## src/hdl/fep_params.svh

```systemverilog
// Constants of the 100 Mbps coding layer
`ifndef FEP_PARAMS_SVH
`define FEP_PARAMS_SVH
`define FEP_SYM_J 5'h18
`define FEP_SYM_K 5'h11
`define FEP_SYM_T 5'h0d
`define FEP_SYM_R 5'h07
`define FEP_SYM_I 5'h1f
`define FEP_JK_PAIR 10'h311
`define FEP_IDLE_WIN 10'h3ff
`define FEP_SYM_LAST 3'h4
`define FEP_LFSR_SEED 11'h7ff
`define FEP_TAP_N11 10
`define FEP_TAP_N9 8
`define FEP_LOCK_BITS 7'h3c
`define FEP_SD_STABLE 8'h10
`define FEP_CLK_KHZ 125000
`define FEP_SW_MS 5
`define FEP_SPD_10 2'h1
`define FEP_SPD_100 2'h2
`endif

```

## src/hdl/fep_pkg.sv

```systemverilog
// Types of the 100 Mbps coding layer
package fep_pkg;
    typedef enum logic [1:0] {FEP_M10H, FEP_M10F, FEP_M100H, FEP_M100F} fep_mode_t;
    typedef enum logic [1:0] {TX_IDLE, TX_K, TX_DATA, TX_R} fep_tx_t;
    typedef enum logic [2:0] {RX_IDLE, RX_SSD, RX_DATA, RX_T, RX_BAD} fep_rx_t;
    typedef struct packed {
        logic [10:0] st;
    } fep_lfsr_t;
    typedef struct packed {
        logic [4:0] s1;
        logic [4:0] s2;
        logic lclk_p;
        fep_tx_t tst;
        logic [2:0] tbit;
        logic [4:0] tsh;
        logic tx_bit;
        logic tx_act;
        logic locked;
        logic [6:0] lock_cnt;
        logic [9:0] win;
        fep_rx_t rst;
        logic [2:0] rcnt;
        logic [3:0] rxd;
        logic rx_vld;
        logic serr;
        logic crs;
        logic col;
        logic [7:0] sd_cnt;
        logic link_ok;
        logic spd100;
        logic full;
        logic [19:0] sw_cnt;
    } fep_st_t;
endpackage : fep_pkg

```

## src/hdl/fep_pcs.sv

```systemverilog
// 100 Mbps framing, 4B/5B coding, scrambling, carrier, errors, link and speed
// Operation
// RULE1: Every MAC nibble passes the same coding chain, no field handling; the code sends the first two taken nibbles as J and K instead.
// RULE2: First preamble nibbles of a frame are sent as J then K.
// RULE3: Other nibbles map through 4B/5B; T then R follow the last.
// RULE4: Symbols are scrambled and sent serially, one bit per clock.
// RULE5: Receive order is line bit, descramble, 4B/5B decode, nibble out.
// RULE6: Descrambler locks its key register to the far end during idle.
// RULE7: Two non-adjacent zeros within ten received bits raise carrier at once.
// RULE8: Nibbles go to the MAC only after the full J K pair.
// RULE9: Missing J K after carrier drops carrier at once and flags error.
// RULE10: Link loss during a frame is a receive error.
// RULE11: A code outside the decode table is a receive error.
// RULE12: Idle inside a frame before T R is a receive error.
// RULE13: Receive error shows at once and lasts while the condition lasts.
// RULE14: Half duplex only: transmit and receive together report collision.
// RULE15: Link good follows a stable signal detect indication.
// RULE16: Four modes: 10 or 100 Mbps, half or full duplex.
// RULE17: Negotiation picks speed and duplex unless forced; forced setting is obeyed.
// RULE18: Speed may be automatic, forced to 10 or forced to 100.
// RULE19: Automatic speed with link pulses but no fast bursts falls to 10.
// RULE20: Speed change switches clocks within five milliseconds.
// RULE21: End pair codes 01101, 00111; idle 11111; unlisted codes invalid.
// RULE22: Key bit is sum modulo two of bits eleven and nine back.
// RULE23: Delimiter symbols are stripped; only data nibbles reach the MAC.
// RULE24: Carrier ends at T R, or after an error once idle returns; the code drops carrier as it enters the error state.
`timescale 1ns/10ps
`include "fep_params.svh"
module fep_pcs #(
    parameter int SW_CYC = `FEP_SW_MS * `FEP_CLK_KHZ // Speed switch delay in clocks
) (
    input logic clk, // 125 MHz core clock
    input logic nrst, // Async reset, active low
    input logic tx_en, // MAC transmit enable
    input logic [3:0] txd, // MAC transmit nibble
    output logic tx_take, // Nibble on txd taken this cycle
    output logic tx_bit, // Scrambled serial line bit
    input logic rx_lclk, // Recovered line clock pin
    input logic rx_bit, // Recovered line bit pin
    input logic sig_det, // Signal detect pin from medium
    input logic nlp_det, // Normal link pulses seen
    input logic flp_det, // Fast link pulse bursts seen
    input logic an_done, // Negotiation result valid
    input logic an_100, // Negotiated 100 Mbps
    input logic an_full, // Negotiated full duplex
    input logic [1:0] frc_spd, // Speed: auto, forced 10, forced 100
    input logic frc_dup, // Force duplex
    input logic frc_full, // Forced duplex value
    output logic [3:0] rxd, // Received nibble
    output logic rx_vld, // Received nibble strobe
    output logic rx_dv, // Frame data phase
    output logic crs, // Carrier sense
    output logic rx_er, // Receive error
    output logic col, // Collision
    output logic link_good, // Link integrity
    output logic clk_sel100, // Transmit and receive clocks at 100 rate
    output fep_pkg::fep_mode_t mode // Operating mode
);
    import fep_pkg::*;

    fep_st_t s;
    fep_st_t n;
    logic lclk2;
    logic rbit2;
    logic sd2;
    logic nlp2;
    logic flp2;
    logic tx_key;
    logic rx_key;
    logic tx_adv;
    logic rx_adv;
    logic rx_ld;
    logic e100;
    logic tbnd;
    logic dbit;
    logic bnd;
    logic want100;
    logic [9:0] w_n;
    logic [4:0] sym;
    logic [4:0] dv;

    function automatic logic [4:0] fep_enc(input logic [3:0] nib);
        logic [4:0] c;
        case (nib)
            4'h0: c = 5'h1e;
            4'h1: c = 5'h09;
            4'h2: c = 5'h14;
            4'h3: c = 5'h15;
            4'h4: c = 5'h0a;
            4'h5: c = 5'h0b;
            4'h6: c = 5'h0e;
            4'h7: c = 5'h0f;
            4'h8: c = 5'h12;
            4'h9: c = 5'h13;
            4'ha: c = 5'h16;
            4'hb: c = 5'h17;
            4'hc: c = 5'h1a;
            4'hd: c = 5'h1b;
            4'he: c = 5'h1c;
            default: c = 5'h1d;
        endcase
        return c;
    endfunction : fep_enc

    // Valid flag on top, nibble below; unlisted codes come back invalid
    function automatic logic [4:0] fep_dec(input logic [4:0] code);
        logic [4:0] r;
        r = '0;
        for (int k = 0; k < 16; k++) begin
            if (fep_enc(4'(k)) == code) begin
                r = {1'b1, 4'(k)};
            end
        end
        return r;
    endfunction : fep_dec

    function automatic logic fep_two_zeros(input logic [9:0] w);
        logic hit;
        hit = 1'b0;
        for (int i = 0; i < $bits(w); i++) begin
            for (int j = i + 2; j < $bits(w); j++) begin
                if (!w[i] && !w[j]) begin
                    hit = 1'b1;
                end
            end
        end
        return hit;
    endfunction : fep_two_zeros

    assign {lclk2, rbit2, sd2, nlp2, flp2} = s.s2;

    fep_lfsr u_tx_scr (
        .clk(clk),
        .nrst(nrst),
        .adv(tx_adv),
        .ld(1'b0),
        .ld_bit(1'b0),
        .key(tx_key)
    );

    fep_lfsr u_rx_scr (
        .clk(clk),
        .nrst(nrst),
        .adv(rx_adv),
        .ld(rx_ld),
        .ld_bit(~rbit2),
        .key(rx_key)
    );

    always_comb begin
        n = s;
        n.s1 = {rx_lclk, rx_bit, sig_det, nlp_det, flp_det};
        n.s2 = s.s1;
        n.lclk_p = lclk2;
        n.rx_vld = 1'b0;
        tx_take = 1'b0;
        tx_adv = 1'b0;
        // Speed and duplex choice
        case (frc_spd) // RULE18
            `FEP_SPD_10: want100 = 1'b0;
            `FEP_SPD_100: want100 = 1'b1;
            default: want100 = (nlp2 && !flp2) ? 1'b0 : (an_done ? an_100 : s.spd100); // RULE19 RULE17
        endcase
        if (frc_dup) begin
            n.full = frc_full; // RULE17
        end else if (frc_spd != `FEP_SPD_100 && frc_spd != `FEP_SPD_10 && nlp2 && !flp2) begin
            n.full = 1'b0;
        end else if (an_done) begin
            n.full = an_full;
        end
        if (want100 != s.spd100) begin
            if (s.sw_cnt == 20'(SW_CYC - 1)) begin
                n.spd100 = want100; // RULE20
                n.sw_cnt = '0;
            end else begin
                n.sw_cnt = s.sw_cnt + 20'd1;
            end
        end else begin
            n.sw_cnt = '0;
        end
        // Link integrity from filtered signal detect
        if (!sd2) begin
            n.sd_cnt = '0;
            n.link_ok = 1'b0;
        end else if (s.sd_cnt == `FEP_SD_STABLE) begin
            n.link_ok = 1'b1; // RULE15
        end else begin
            n.sd_cnt = s.sd_cnt + 8'd1;
        end
        // Transmit symbol engine
        tbnd = s.tbit == `FEP_SYM_LAST;
        if (s.spd100) begin
            tx_adv = 1'b1;
            n.tbit = tbnd ? '0 : s.tbit + 3'd1;
            n.tsh = {s.tsh[3:0], 1'b1};
            n.tx_bit = s.tsh[4] ^ tx_key; // RULE4
            if (tbnd) begin
                case (s.tst)
                    TX_IDLE: begin
                        if (tx_en) begin
                            n.tsh = `FEP_SYM_J; // RULE2
                            n.tst = TX_K;
                            tx_take = 1'b1;
                        end else begin
                            n.tsh = `FEP_SYM_I;
                        end
                    end
                    TX_K: begin
                        n.tsh = `FEP_SYM_K; // RULE2
                        n.tst = TX_DATA;
                        tx_take = 1'b1;
                    end
                    TX_DATA: begin
                        if (tx_en) begin
                            n.tsh = fep_enc(txd); // RULE1 RULE3
                            tx_take = 1'b1;
                        end else begin
                            n.tsh = `FEP_SYM_T; // RULE3 RULE21
                            n.tst = TX_R;
                        end
                    end
                    default: begin
                        n.tsh = `FEP_SYM_R; // RULE3 RULE21
                        n.tst = TX_IDLE;
                    end
                endcase
            end
        end else begin
            n.tst = TX_IDLE;
            n.tx_bit = 1'b0;
        end
        n.tx_act = n.tst != TX_IDLE;
        n.col = s.crs && s.tx_act && !s.full; // RULE14
        // Receive chain, one step per line clock rise
        e100 = lclk2 && !s.lclk_p && s.spd100;
        rx_adv = e100;
        rx_ld = !s.locked;
        dbit = rbit2 ^ rx_key; // RULE5
        w_n = {s.win[8:0], dbit};
        sym = w_n[4:0];
        dv = fep_dec(sym);
        bnd = s.rcnt == `FEP_SYM_LAST;
        if (e100) begin
            if (!s.locked) begin
                n.lock_cnt = dbit ? s.lock_cnt + 7'd1 : '0; // RULE6
                if (s.lock_cnt == `FEP_LOCK_BITS) begin
                    n.locked = 1'b1;
                end
            end else begin
                n.win = w_n;
                n.rcnt = bnd ? '0 : s.rcnt + 3'd1;
                case (s.rst)
                    RX_IDLE: begin
                        if (fep_two_zeros(w_n)) begin
                            n.crs = 1'b1; // RULE7
                            n.rst = RX_SSD;
                            n.rcnt = '0;
                        end
                    end
                    RX_SSD: begin
                        if (bnd && w_n == `FEP_JK_PAIR) begin
                            n.rst = RX_DATA; // RULE8 RULE23
                        end else if (bnd) begin
                            n.rst = RX_BAD; // RULE9
                            n.crs = 1'b0;
                        end
                    end
                    RX_DATA: begin
                        if (bnd) begin
                            n.serr = 1'b0;
                            if (sym == `FEP_SYM_T) begin
                                n.rst = RX_T; // RULE23
                            end else if (sym == `FEP_SYM_I) begin
                                n.rst = RX_BAD; // RULE12
                                n.crs = 1'b0;
                            end else if (dv[4]) begin
                                n.rxd = dv[3:0]; // RULE5
                                n.rx_vld = 1'b1;
                            end else begin
                                n.serr = 1'b1; // RULE11 RULE21
                            end
                        end
                    end
                    RX_T: begin
                        if (bnd) begin
                            n.rst = (sym == `FEP_SYM_R) ? RX_IDLE : RX_BAD; // RULE24 RULE21
                            n.crs = 1'b0;
                            // Forget the end pair so its zeros cannot raise a false carrier
                            n.win = `FEP_IDLE_WIN;
                        end
                    end
                    default: ;
                endcase
            end
        end
        if (s.rst == RX_BAD) begin
            n.serr = 1'b0;
            if (s.link_ok && s.win == `FEP_IDLE_WIN) begin
                n.rst = RX_IDLE; // RULE24
            end
        end
        if (!s.link_ok || !s.spd100) begin
            n.locked = 1'b0;
            n.lock_cnt = '0;
            // Window starts as idle so the first locked bit cannot raise carrier
            n.win = `FEP_IDLE_WIN;
            if (s.rst != RX_IDLE) begin
                n.rst = RX_BAD; // RULE10
                n.crs = 1'b0;
            end
        end
    end

    always_ff @(posedge clk or negedge nrst) begin
        if (!nrst) begin
            s <= '0;
            s.tsh <= `FEP_SYM_I;
            s.spd100 <= 1'b1;
        end else begin
            s <= n;
        end
    end

    assign tx_bit = s.tx_bit;
    assign rxd = s.rxd;
    assign rx_vld = s.rx_vld;
    assign rx_dv = s.rst == RX_DATA;
    assign crs = s.crs;
    assign rx_er = s.rst == RX_BAD || s.serr; // RULE13
    assign col = s.col;
    assign link_good = s.link_ok;
    assign clk_sel100 = s.spd100;
    assign mode = fep_mode_t'({s.spd100, s.full}); // RULE16
endmodule : fep_pcs

```

## src/hdl/fep_lfsr.sv

```systemverilog
// Eleven-stage scrambler key generator with load path for lock
`timescale 1ns/10ps
`include "fep_params.svh"
module fep_lfsr (
    input logic clk, // Core clock
    input logic nrst, // Async reset, active low
    input logic adv, // Step one bit
    input logic ld, // Shift in ld_bit instead of key
    input logic ld_bit, // Recovered key bit
    output logic key // Key bit for current step
);
    import fep_pkg::*;
    fep_lfsr_t s_q;
    fep_lfsr_t s_d;

    assign key = s_q.st[`FEP_TAP_N11] ^ s_q.st[`FEP_TAP_N9]; // RULE22

    always_comb begin
        s_d = s_q;
        if (adv) begin
            s_d.st = {s_q.st[9:0], ld ? ld_bit : key}; // RULE22
        end
    end

    always_ff @(posedge clk or negedge nrst) begin
        if (!nrst) begin
            s_q.st <= `FEP_LFSR_SEED;
        end else begin
            s_q <= s_d;
        end
    end
endmodule : fep_lfsr

```

## config.mk

```make
export PLATFORM = sky130hd
export DESIGN_NAME = fep_pcs
export DESIGN_NICKNAME = d
export VERILOG_FILES = /design/src/hdl/fep_pkg.sv /design/src/hdl/fep_pcs.sv /design/src/hdl/fep_lfsr.sv
export VERILOG_INCLUDE_DIRS = /design/src /design/src/hdl
export SDC_FILE = /design/constraint.sdc
export NUM_CORES = 1
export LEC_CHECK = 0
export ABC_AREA = 1
export BUFFER_PORTS_ARGS = -buffer_cell sky130_fd_sc_hd__buf_2
export CORE_ASPECT_RATIO = 0.9
export CORE_MARGIN = 2
export CORE_UTILIZATION = 35
export CTS_CLUSTER_SIZE = 30
export DETAILED_ROUTE_END_ITERATION = 16
export GPL_TIMING_DRIVEN = 0
export PLACE_DENSITY = 0.48
export SLEW_MARGIN = 20
export SYNTH_ARGS = -nofsm -noshare
export SYNTH_HDL_FRONTEND = slang
export SYNTH_SLANG_ARGS = --single-unit
```

## constraint.sdc

```tcl
create_clock -name clk -period 1.8 [get_ports clk]
set_input_delay 0.36 -clock clk [delete_from_list [all_inputs] [get_ports clk]]
set_output_delay 0.36 -clock clk [all_outputs]
set_load 0.02 [all_outputs]
```

**Word level (Yosys, flattened, before mapping)**

Memory sizes are Yosys's and may differ from the RTL's.
Cells that the tools add are included.

- Equality and inequality tests: 40
- Add/sub/neg operators: 5
- Reductions and logical operators: 81
- Bitwise logic cells: 7
- Mux-type cells: 118

Operators with widths:

| cell | number |
|---|---|
| $mux W5 | 19 |
| $mux W1 | 60 |
| $eq A5 B5 Y1 const A | 11 |
| $logic_and A1 B1 Y1 | 46 |
| $mux W20 | 2 |
| $mux W3 | 13 |
| $mux W31 | 1 |
| $eq A4 B5 Y1 const A | 5 |
| $mux W23 | 1 |
| $mux W21 | 1 |
| $mux W7 | 3 |
| $add A20 B1 Y20 const B | 1 |
| $eq A10 B10 Y1 const B | 2 |
| $eq A20 B20 Y1 const B | 1 |
| $mux W6 | 3 |
| $mux W8 | 2 |
| $logic_not A1 Y1 | 15 |
| $pmux W5 S3 | 1 |
| $reduce_bool A2 Y1 | 7 |
| $mux W13 | 1 |
| $pmux W3 S4 | 1 |
| $mux W10 | 1 |
| $eq A3 B3 Y1 const B | 3 |
| $mux W9 | 1 |
| other kinds (29) | 50 |

- Logic and storage cells: 277
- Register bits: 108
- Bits of input ports: 19
- ROM bits: 80
- Memories kept: 1
- Output and inout port bits: 15

Memories:

| name | depth | bits a word | read ports | clocked after Yosys merged registers in | write ports | RTL line | RTL |
|---|---|---|---|---|---|---|---|
| (name not given) | 16 | 5 | 1 | 0 | 0 | fep_pcs.sv:84 | `case (nib)` |

**Logic depth before layout (Yosys ltp)**

Gate-level depths: netlist of the first run.

- Depth in word-level cells: 51
- Mapped depth: 13
- Mapped depth without buffers: 12

**By module**

From an unflattened synthesis of the first run, not the netlist that was laid out.

- Cell total of the unflattened synthesis: 688
- Area, all modules: 5590.4 um2

By module, submodules not included:

| module | cells an instance | times used | area an instance (um2) |
|---|---|---|---|
| fep_pcs | 588 | 1 | 4642.0 |
| fep_lfsr | 50 | 2 | 474.2 |

**Worst setup path after synthesis of the first run**

Ideal clock, no wire load.

- Path kind: register to output
- Start point: register s, in the netlist clk_sel100
- End point: output tx_take
- Stages on the path, launching flop included: 4
- Required time: 1440 ps
- Path buffers: 1
- Arrival time: 1486 ps
- Slack: -46 ps
- Cells stage by stage: dfstp_2 > inv_2 > clkbuf_1 > nor3_1

- Cells in the longest elaborated chain, start to end: 1

Ends and longest elaborated chain:

| element | RTL line | RTL |
|---|---|---|
| start, declared | fep_pcs.sv:61 | `fep_st_t s;` |
| start signal, assigned | fep_pcs.sv:320 | `s <= n;` |
| $mux W1 | fep_pcs.sv:192 | `if (s.spd100) begin` |
| end, declared | fep_pcs.sv:36 | `output logic tx_take,` |

No other way between the ends.

**Worst setup path in the final report of the first run**

Same ends and word-level chain as after synthesis.

==> results of run 1 <==
-- cell usage in the layout, fill, tap and decap left out, types with 3 or more instances in the layout --
cell | synthesis | final
ha_1 | 10 | 8
nor3_1 | 24 | 22
buf_2 | 3 | 32
a22oi_1 | 12 | 12
dfstp_2 | 28 | 28
nand2_4 | 1 | 5
a31oi_1 | 4 | 4
nor2_1 | 60 | 55
nor2_2 | 2 | 6
buf_6 | 0 | 4
xor2_1 | 11 | 11
o211ai_1 | 6 | 6
or2_2 | 4 | 3
dfrtp_1 | 80 | 79
a21oi_1 | 28 | 27
clkbuf_1 | 7 | 7
nor2_4 | 2 | 3
buf_4 | 7 | 25
nand4_1 | 15 | 15
nand2_1 | 128 | 120
nand3_1 | 44 | 42
clkbuf_16 | 0 | 10
inv_1 | 96 | 88
mux2_2 | 7 | 7
nor4_1 | 8 | 6
nand2_2 | 2 | 6
o21ai_0 | 45 | 42
o21ai_1 | 2 | 5
xnor2_1 | 4 | 4
inv_2 | 2 | 8
-- power groups by stage --
stage	Combinational, mW	Sequential, mW	Clock [mW]
6_report	0.872	2.85	2.00
2_1_floorplan	0.520	2.86	0
3_5_place_dp	0.750	2.88	0
3_3_place_gp	0.723	2.88	0
4_1_cts	0.801	2.84	2.10
5_1_grt	0.987	2.89	2.19
-- through the flow --
stage                     setup slack (ns)  power, mW  cells  area, sq um  TNS [ns]
after floorplan                     0.0897       3.38    656         5470         0
after global placement              -0.936       3.60    891         5880    -91.41
after detailed placement            -0.350       3.63    892         5920     -9.32
after CTS                          -0.0551       5.74    917         6370   -0.0670
after global routing               -0.0815       6.06    928         6560    -0.327
final                              -0.0184       5.72    928         6560   -0.0184
-- final timing paths --
path / start / to / depth (start not counted)
setup / recovery: clk_sel100 / tx_take / 4
hold / removal: sig_det / n[78] / 1
setup reg to reg: clk_sel100 / rxd[1] / 10
hold reg to reg: n[78] / s[78] / 0
max in group asynchronous: nrst / u_rx_scr.s_q[3] / 3
min in group asynchronous: nrst / s[71] / 2
-- state kept, by name, summed over array words and instances (netlist names) --
name and cells:
crs 1, rx_vld 1, rbit2 1, n 5, u_rx_scr.s_q 11, lclk2 1, rxd 4, col 1
s 66, mode 1, u_tx_scr.s_q 11, flp2 1, tx_bit 1, link_good 1, nlp2 1, clk_sel100 1
-- what timing repair did --
item,4_1_cts,5_1_grt
buffers inserted,8,11
hold buffers,1,0
gates cloned,0,0
hold endpoints to repair,21,0
setup endpoints to repair,48,41
pin swaps,4,7
gates resized for setup,23,35
-- layout make-up --
type,count,area share [%]
tap,202,3.85
sequential,108,41.7
buffer,17,1.85
clock buffer,10,3.49
multi-input combinational,432,36.5
inverter,99,5.83
timing repair buffer,54,5.74
clock inverter,6,0.991
-- routing by layer --
| layer | global-route usage (%) | vias to the layer above | part of all wire, % |
|---|---|---|---|
| li1 | - | 2286 | - |
| met1 | 21.0 | 2143 | 49 |
| met2 | 23.1 | 78 | 46 |
| met3 | 4.34 | 9 | 4.4 |
| met4 | 4.62 | 0 | 0.91 |
| met5 | 0 | - | 0 |
-- kinds of logic after synthesis --
| family | share of synthesized area [%] |
|---|---|
| XOR/XNOR | 2.41 |
| AO/OA/AOI/OAI | 11.3 |
| multiplexers | 1.44 |
| AND/OR/NAND/NOR | 23.9 |
| flip-flops | 50.1 |
| adder cells (fa/ha/maj) | 2.29 |
| buffers and inverters | 8.52 |
==> flow_summary.toml, run 1 <==
[grt]
grt_antenna_before_repair = 0
grt_start_max_net_pins = 76
grt_overflow = 0
track_usage_pct = 15.2
grt_pass1_vias = 4204
grt_pass1_wl_mm = 19.9

[flow_run]
cap_violations = 0

[route]
vias_per_cell = 4.87
initialDrtViolationCount = 425
ant_nets = 0
drt_wl_total_mm = 12.1
vias = 4516
drc = 0
dr.pass1.iters = 4
drt-wirelength-per-cell_microns = 13.0

[pwr]
seqPwrFrac_pct = 49.8
power_density_nw_per_um2 = 872
swShare_pct = 27.3
p_leak_nw = 3.04
peakVddDrop_mv = 0.664
pwr-share-clk_pct = 34.9
p_comb_share_pct = 15.2
internal_power_mw = 4.16
switching_power_mw = 1.56

[layout]
fill_cells = 1534
diodes = 0
fin_nets = 750
final_util_pct = 42.8
syn2layout_area_growth_pct = 20.2
drive_gt1_share_pct = 22.2
multiInputGateArea_sq_um = 2400
register_area_sq_um = 2740

[cts]
clkLatencyLatePin_ns = 0.36
cts_tree = "done"
numCtsBuffers = 9
cts.clk_slew.worst_paths_ns = 0.07
cts-root-buf = "clkbuf_16"
clock-sinks = 108
cts_htree_levels = 3
cts_buffer_depth = 2

[critical_path]
critical_path_class = "flip-flop to output port"
critical_path_buf_inv_count = 3
cp_top_family = "flip-flops"
cp_slowest_stage_delay_ns = 0.59
cp_slowest_cell = "dfstp_2"
arrival_ns = 1.46
path_cells = "inv_6 > clkbuf_16 > nor3_4 > buf_6"
end_kind = "output port"
start_kind = "flip-flop"
path_max_fanout = 5
required_ns = 1.44
r2r_setup_slack_ns = 0.05

[sta]
rsz0062_at_grt = "true"
setup_viol = 1
clock_skew_ns = 0.00774
hold_violations = 0
drv_slew = 0
final.period_utilization_pct = 101
worstMarginPinSlew_ns = 0.465
period_needed_ns = 1.82
whs_ns = 0.103
slew_headroom_pct = 68.8
fmaxAchievable_ghz = 0.550
post-route-worst-setup-slack_ns = -0.0184

[logic_synthesis]
netlist_area_sq_um = 5460
ys_ff_latch = 108
synth_top_cell_by_area = "dfrtp_1"
synth_top_flop_cell = "dfrtp_1"
yosysTopAreaCellShare_pct = 36.7
ys_top_cells_by_area = "dfrtp_1, dfstp_2, nand2_1"
asyncSetResetFlopFracSynth_pct = 100
syn_area_per_cell_sq_um = 8.32
synthCells = 656
yosysSeqAreaShare_pct = 50.1
synth.most_common_cell = "nand2_1"
netlist_top_cells_count = "nand2_1, inv_1, dfrtp_1"
yosysWarnings = 0
syn_nets = 685
synth-edff-count = 0
synth_cell_types = 39

[placement]
post-dp-hpwl_mm = 8.25
gp_congestion = 0.880
port_buffers = 33

[die]
start_util_pct = 35.6
io_pins = 34
die_x_microns = 136
coreArea_sq_um = 15300
dieArea_sq_um = 16600
row_count = 43
die_h_microns = 122

[run_status]
violations = "setup timing"
outcome = "finished with violations"

[worst_hold_path]
worstHoldPathType = "input port to flip-flop"
No activity file was read; power rests on OpenSTA's default activity.
==> inputs of run 2 (changes only) <==
- SYNTH_HIERARCHICAL: not set -> 1
==> run 2 against run 1 <==
  * The flow now finishes without violations
  * Largest power group unchanged
  * Fmax increased by 1.6%
  * Final area increased by 2.6%
  * Sequential cell count unchanged
  * Final cell count increased by 3.6%
  * Global-route usage increased by 0.67 points
  * Die area increased by 2.3%
  * Worst hold slack improved by 0.0062 ns
  * Clock skew increased by 0.0042 ns
  * Combinational power decreased by 19%
==> flow_summary.toml, run 2 <==
[run_status]
outcome = "finished clean"

[worst_hold_path]
worstHoldPathType = "input port to flip-flop"
hold_path_depth = 1

[route]
initialDrtViolationCount = 228
drc = 0
vias_per_cell = 4.80
vias = 4609
drt_wl_total_mm = 12.5
ant_nets = 0
drt-wirelength-per-cell_microns = 13.0
dr.pass1.iters = 5

[critical_path]
start_kind = "flip-flop"
path_cells = "inv_4 > buf_8 > nor3_4 > buf_6"
cp.depth = 4
path_max_fanout = 2
end_kind = "output port"
cp_slowest_cell = "dfstp_4"
ff2ff_path_depth = 7
critical_path_class = "flip-flop to output port"
arrival_ns = 1.43
cp_top_family = "flip-flops"
critical_path_buf_inv_count = 3
required_ns = 1.44
cp_slowest_stage_delay_ns = 0.64

[layout]
layout_commonest_cell = "nand2_1"
stdcell_count = 961
largest_register_ffs = 66
multiInputGateArea_sq_um = 2510
diodes = 0
drive_gt1_share_pct = 22.8
fin_nets = 783
syn2layout_area_growth_pct = 20.4
final_area_sq_um = 6730
final_util_pct = 43.4
fill_cells = 1606
register_area_sq_um = 2750
largest-register = "s"
reg_top3 = "s x66, u_rx_scr/s_q x11, u_tx_scr/s_q x11"
final_cell_mix = "nand2_1, inv_1, dfrtp_1"

[grt]
use_met3_pct = 4.44
gr-usage-met1_pct = 21.4
gr-usage-met2_pct = 25.0
grt_start_max_net_pins = 63
busiest_layer = "met2"
grt_pass1_wl_mm = 21.4
grt_antenna_before_repair = 0
grt_overflow = 0
track_usage_pct = 15.8
grt_pass1_vias = 4461

[sta]
whs_ns = 0.109
rsz0062_at_grt = "true"
post-route-worst-setup-slack_ns = 0.00951
hold_violations = 0
fmaxAchievable_ghz = 0.559
setup_viol = 0
final.period_utilization_pct = 99.5
clock_skew_ns = 0.0119
drv_slew = 0
period_needed_ns = 1.79

[die]
row_count = 43
die_x_microns = 137
io_pins = 34
coreArea_sq_um = 15500
die_h_microns = 124
start_util_pct = 36.1
dieArea_sq_um = 17000

[pwr]
power_density_nw_per_um2 = 848
p_leak_nw = 3.14
peakVddDrop_mv = 0.420

[logic_synthesis]
asyncSetResetFlopFracSynth_pct = 100
netlist_top_cells_count = "nand2_1, inv_1, dfrtp_1"
synth_top_cell_by_area = "dfrtp_1"
synth-edff-count = 0
yosysSeqAreaShare_pct = 49.0
yosysTopAreaCellShare_pct = 35.8
ys_ff_latch = 108
syn_area_per_cell_sq_um = 8.13
ys_top_cells_by_area = "dfrtp_1, dfstp_2, nand2_1"
synth.most_common_cell = "nand2_1"
netlist_area_sq_um = 5590
synth_top_flop_cell = "dfrtp_1"
yosysWarnings = 6
synthCells = 688
synth_cell_types = 39

[placement]
dp.cells = 924
gp_congestion = 0.863
dpl_worst_slack_ns = -0.157
place_area_sq_um = 6050
port_buffers = 32
post-dp-hpwl_mm = 8.58

[cts]
clkLatencyLatePin_ns = 0.36
cts.clk_slew.worst_paths_ns = 0.07
numCtsBuffers = 9
clock-sinks = 108
cts_tree = "done"
cts_htree_levels = 3
cts_buffer_depth = 2
cts-root-buf = "clkbuf_16"

[flow_run]
cap_violations = 0
-- run 2: cell count changes in the layout (fill, tap and decap cells not counted), sizes merged, moves of 3 or more --
cell	previous run	this run
nand2	131	165
nor2	64	80
a22oi	12	1
a32oi	0	10
a21oi	28	21
buf	63	70
mux2	7	0
xor2	11	16
clkbuf	17	13
nor3	24	21
nor4	8	5
-- run 2: worst paths after layout --
path,from,to,slack (ns)
setup / recovery,clk_sel100,tx_take,0.01
hold / removal,rx_lclk,n[80],0.11
setup reg to reg,clk_sel100,s[59],0.06
hold reg to reg,n[78],s[78],0.35
max in group asynchronous,nrst,s[67],0.59
min in group asynchronous,nrst,rbit2,0.51
-- run 2: per-layer routing --
metal  wire length (microns)  share of wire [%]
met5                       0                  0
met4                     133                1.1
met3                     446                3.6
met2                    5710                 46
met1                    6200                 50
-- run 2: cells by family after synthesis --
family                     count (synthesis)  share of synthesized area, %
AOI/OAI and AO/OA                         98                          10.8
xor gates and xnor gates                  20                          3.13
adders and majority gates                 10                          2.24
buffers and inverters                    119                          9.15
DFF                                      108                          49.0
other                                      1                        0.0671
and+or+nand+nor                          332                          25.7
-- run 2: timing repair --
| item | CTS | global route |
|---|---|---|
| pin swaps | 4 | 8 |
| endpoints found under the setup margin | 39 | 44 |
| hold endpoints to repair | 35 | 0 |
| gates resized for setup | 20 | 42 |
| setup buffers | 8 | 12 |
| gates cloned | 1 | 0 |
| hold buffers | 1 | 0 |
-- run 2: report_power, final --
group / switching, mW / internal [mW]
logic: 0.418 / 0.292
registers: 0.116 / 2.72
clock network: 0.934 / 1.23
total: 1.47 / 4.24
-- run 2: through the flow --
stage               setup TNS (ns)  power, mW
finish                           0       5.71
global route                -0.332       6.03
CTS                         -0.146       5.71
detailed placement           -2.66       3.46
global placement            -87.00       3.43
floorplan                        0       3.25
-- run 2: layout make-up --
type                            count  share of cell area [%]
Sequential cell                   108                    40.8
Multi-Input combinational cell    463                    37.3
Inverter                           99                    5.59
Timing Repair Buffer               54                    5.52
Tap cell                          202                    3.75
Clock buffer                       11                    3.46
Buffer                             19                    2.36
Clock inverter                      5                    1.26
==> inputs of run 3 (changes only) <==
==> constraint.sdc (replaced) <==
create_clock -name clk -period 1.8 [get_ports clk]
set_input_delay 0 -clock clk [delete_from_list [all_inputs] [get_ports clk]]
set_output_delay 0 -clock clk [all_outputs]
set_load 0.02 [all_outputs]
==> run 3 against run 2 <==
  * Non-clock buffer count fell by 3
  * Fmax increased by 5.7%
  * Final cell count decreased by 0.31%
  * Largest cell class unchanged
==> flow_summary.toml, run 3 (synthesis results as in run 2) <==
[sta]
rsz0062_at_grt = "true"
period_needed_ns = 1.69
final.period_utilization_pct = 94.1
fin_tns_setup_ns = 0
clock_skew_ns = 0.00776
hold_violations = 0
drv_slew = 0
setup_viol = 0
fmaxAchievable_ghz = 0.590

[die]
row_count = 43
coreArea_sq_um = 15500
dieArea_sq_um = 17000
io_pins = 34
start_util_pct = 36.1
die_h_microns = 124
die_x_microns = 137

[grt]
grt_pass1_wl_mm = 21.3
grt_pass1_vias = 4535
grt_start_max_net_pins = 60
grt_antenna_before_repair = 0
grt_overflow = 0
track_usage_pct = 15.7

[layout]
fin_nets = 780
diodes = 0
largest_register_ffs = 66
layout_commonest_cell = "nand2_1"
final_area_sq_um = 6590
drive_gt1_share_pct = 20.8
syn2layout_area_growth_pct = 17.9
final_cell_mix = "nand2_1, inv_1, dfrtp_1"
reg_top3 = "s x66, u_rx_scr/s_q x11, u_tx_scr/s_q x11"
largest-register = "s"

[route]
ant_nets = 0
vias_per_cell = 4.82
drc = 0
vias = 4615
dr.pass1.iters = 5
initialDrtViolationCount = 313
drt_wl_total_mm = 12.2
drt-wirelength-per-cell_microns = 12.8

[cts]
numCtsBuffers = 9
clkLatencyLatePin_ns = 0.35
cts-root-buf = "clkbuf_16"
clock-sinks = 108
cts_tree = "done"
cts.clk_slew.worst_paths_ns = 0.08
cts_buffer_depth = 2
cts_htree_levels = 3

[critical_path]
path_max_fanout = 10
end_kind = "flip-flop"
start_kind = "flip-flop"
critical_path_class = "flip-flop to flip-flop"
arrival_ns = 1.94
required_ns = 2.05

[placement]
port_buffers = 32
place_area_sq_um = 6040
gp_congestion = 0.875
post-dp-hpwl_mm = 8.53

[pwr]
p_leak_nw = 3.07
power_density_nw_per_um2 = 814
peakVddDrop_mv = 0.467

[run_status]
outcome = "finished clean"

[worst_hold_path]
worstHoldPathType = "input port to flip-flop"

[flow_run]
cap_violations = 0
[run 3: cell count changes in the layout (fill, tap and decap cells not counted), sizes merged, moves of 2 or more]
cell         previous run  this run
buf                    70        58
dlygate4sd3             1        10
clkinv                  2         5
bufinv                  2         0
clkbuf                 13        11
inv                    99       101
[run 3: layout make-up]
cell class | instances | area [sq um]
Timing Repair Buffer | 50 | 359
Inverter | 99 | 372
Multi-Input combinational cell | 463 | 2440
Buffer | 20 | 146
Fill cell | 1585 | 8900
Clock inverter | 7 | 56.3
Sequential cell | 108 | 2740
Tap cell | 202 | 253
Clock buffer | 9 | 225
[run 3: worst paths after layout]
kind / startpoint / end / slack [ns] / cells after the start
setup / recovery: clk_sel100 / s[17] / 0.11 / 8
hold / removal: tx_en / s[65] / 0.04 / 2
setup reg to reg: clk_sel100 / s[17] / 0.11 / 8
hold reg to reg: n[78] / s[78] / 0.36 / 0
max in group asynchronous: nrst / s[67] / 0.93 / 3
min in group asynchronous: nrst / tx_bit / 0.18 / 2
[run 3: worst max-delay path, cell delays in order (launching register included)]
cell	delay [ns]
dfstp_4	0.69
inv_2	0.06
o21ai_1	0.13
o211ai_1	0.11
o21ai_2	0.10
nand2_1	0.12
nand2_2	0.13
buf_4	0.19
nor2_1	0.06
[run 3: through the flow]
step                hold slack (ns)  setup slack (ns)  std cells  total power, mW  utilization (%)
finish                       0.0434             0.106        958             5.36             42.5
detailed placement         -0.00703            -0.101        924             3.46             39.0
global placement              0.108            -0.582        923             3.42             38.8
floorplan                    -0.296            0.0357        689             3.25                -
global route                 0.0899           -0.0406        958             5.71             42.5
CTS                          0.0345         0.0000568        955             5.46             41.9
[run 3: per-layer routing]
layer | vias up | share of wire [%] | track usage [%] | routed length (microns)
li1 | 2343 | - | - | -
met1 | 2182 | 49 | 21.4 | 6040
met2 | 83 | 47 | 25.0 | 5710
met3 | 7 | 3.3 | 4.03 | 399
met4 | 0 | 0.81 | 3.99 | 99
met5 | - | 0 | 0 | 0
[run 3: what timing repair did]
action / CTS / global route
hold buffers: 10 / 0
pin swaps: 2 / 8
setup endpoints to repair: 39 / 42
cloned: 1 / 0
endpoints found under the hold margin: 57 / 0
gates resized for setup: 5 / 30
buffers inserted: 4 / 3
[run 3: where the power goes]
part | internal, mW | total [mW] | switching, mW | leakage, nW
Clock | 0.960 | 1.92 | 0.958 | 0.142
Sequential | 2.72 | 2.83 | 0.111 | 1.32
Combinational | 0.240 | 0.617 | 0.377 | 1.61
Total | 3.92 | 5.36 | 1.45 | 3.07
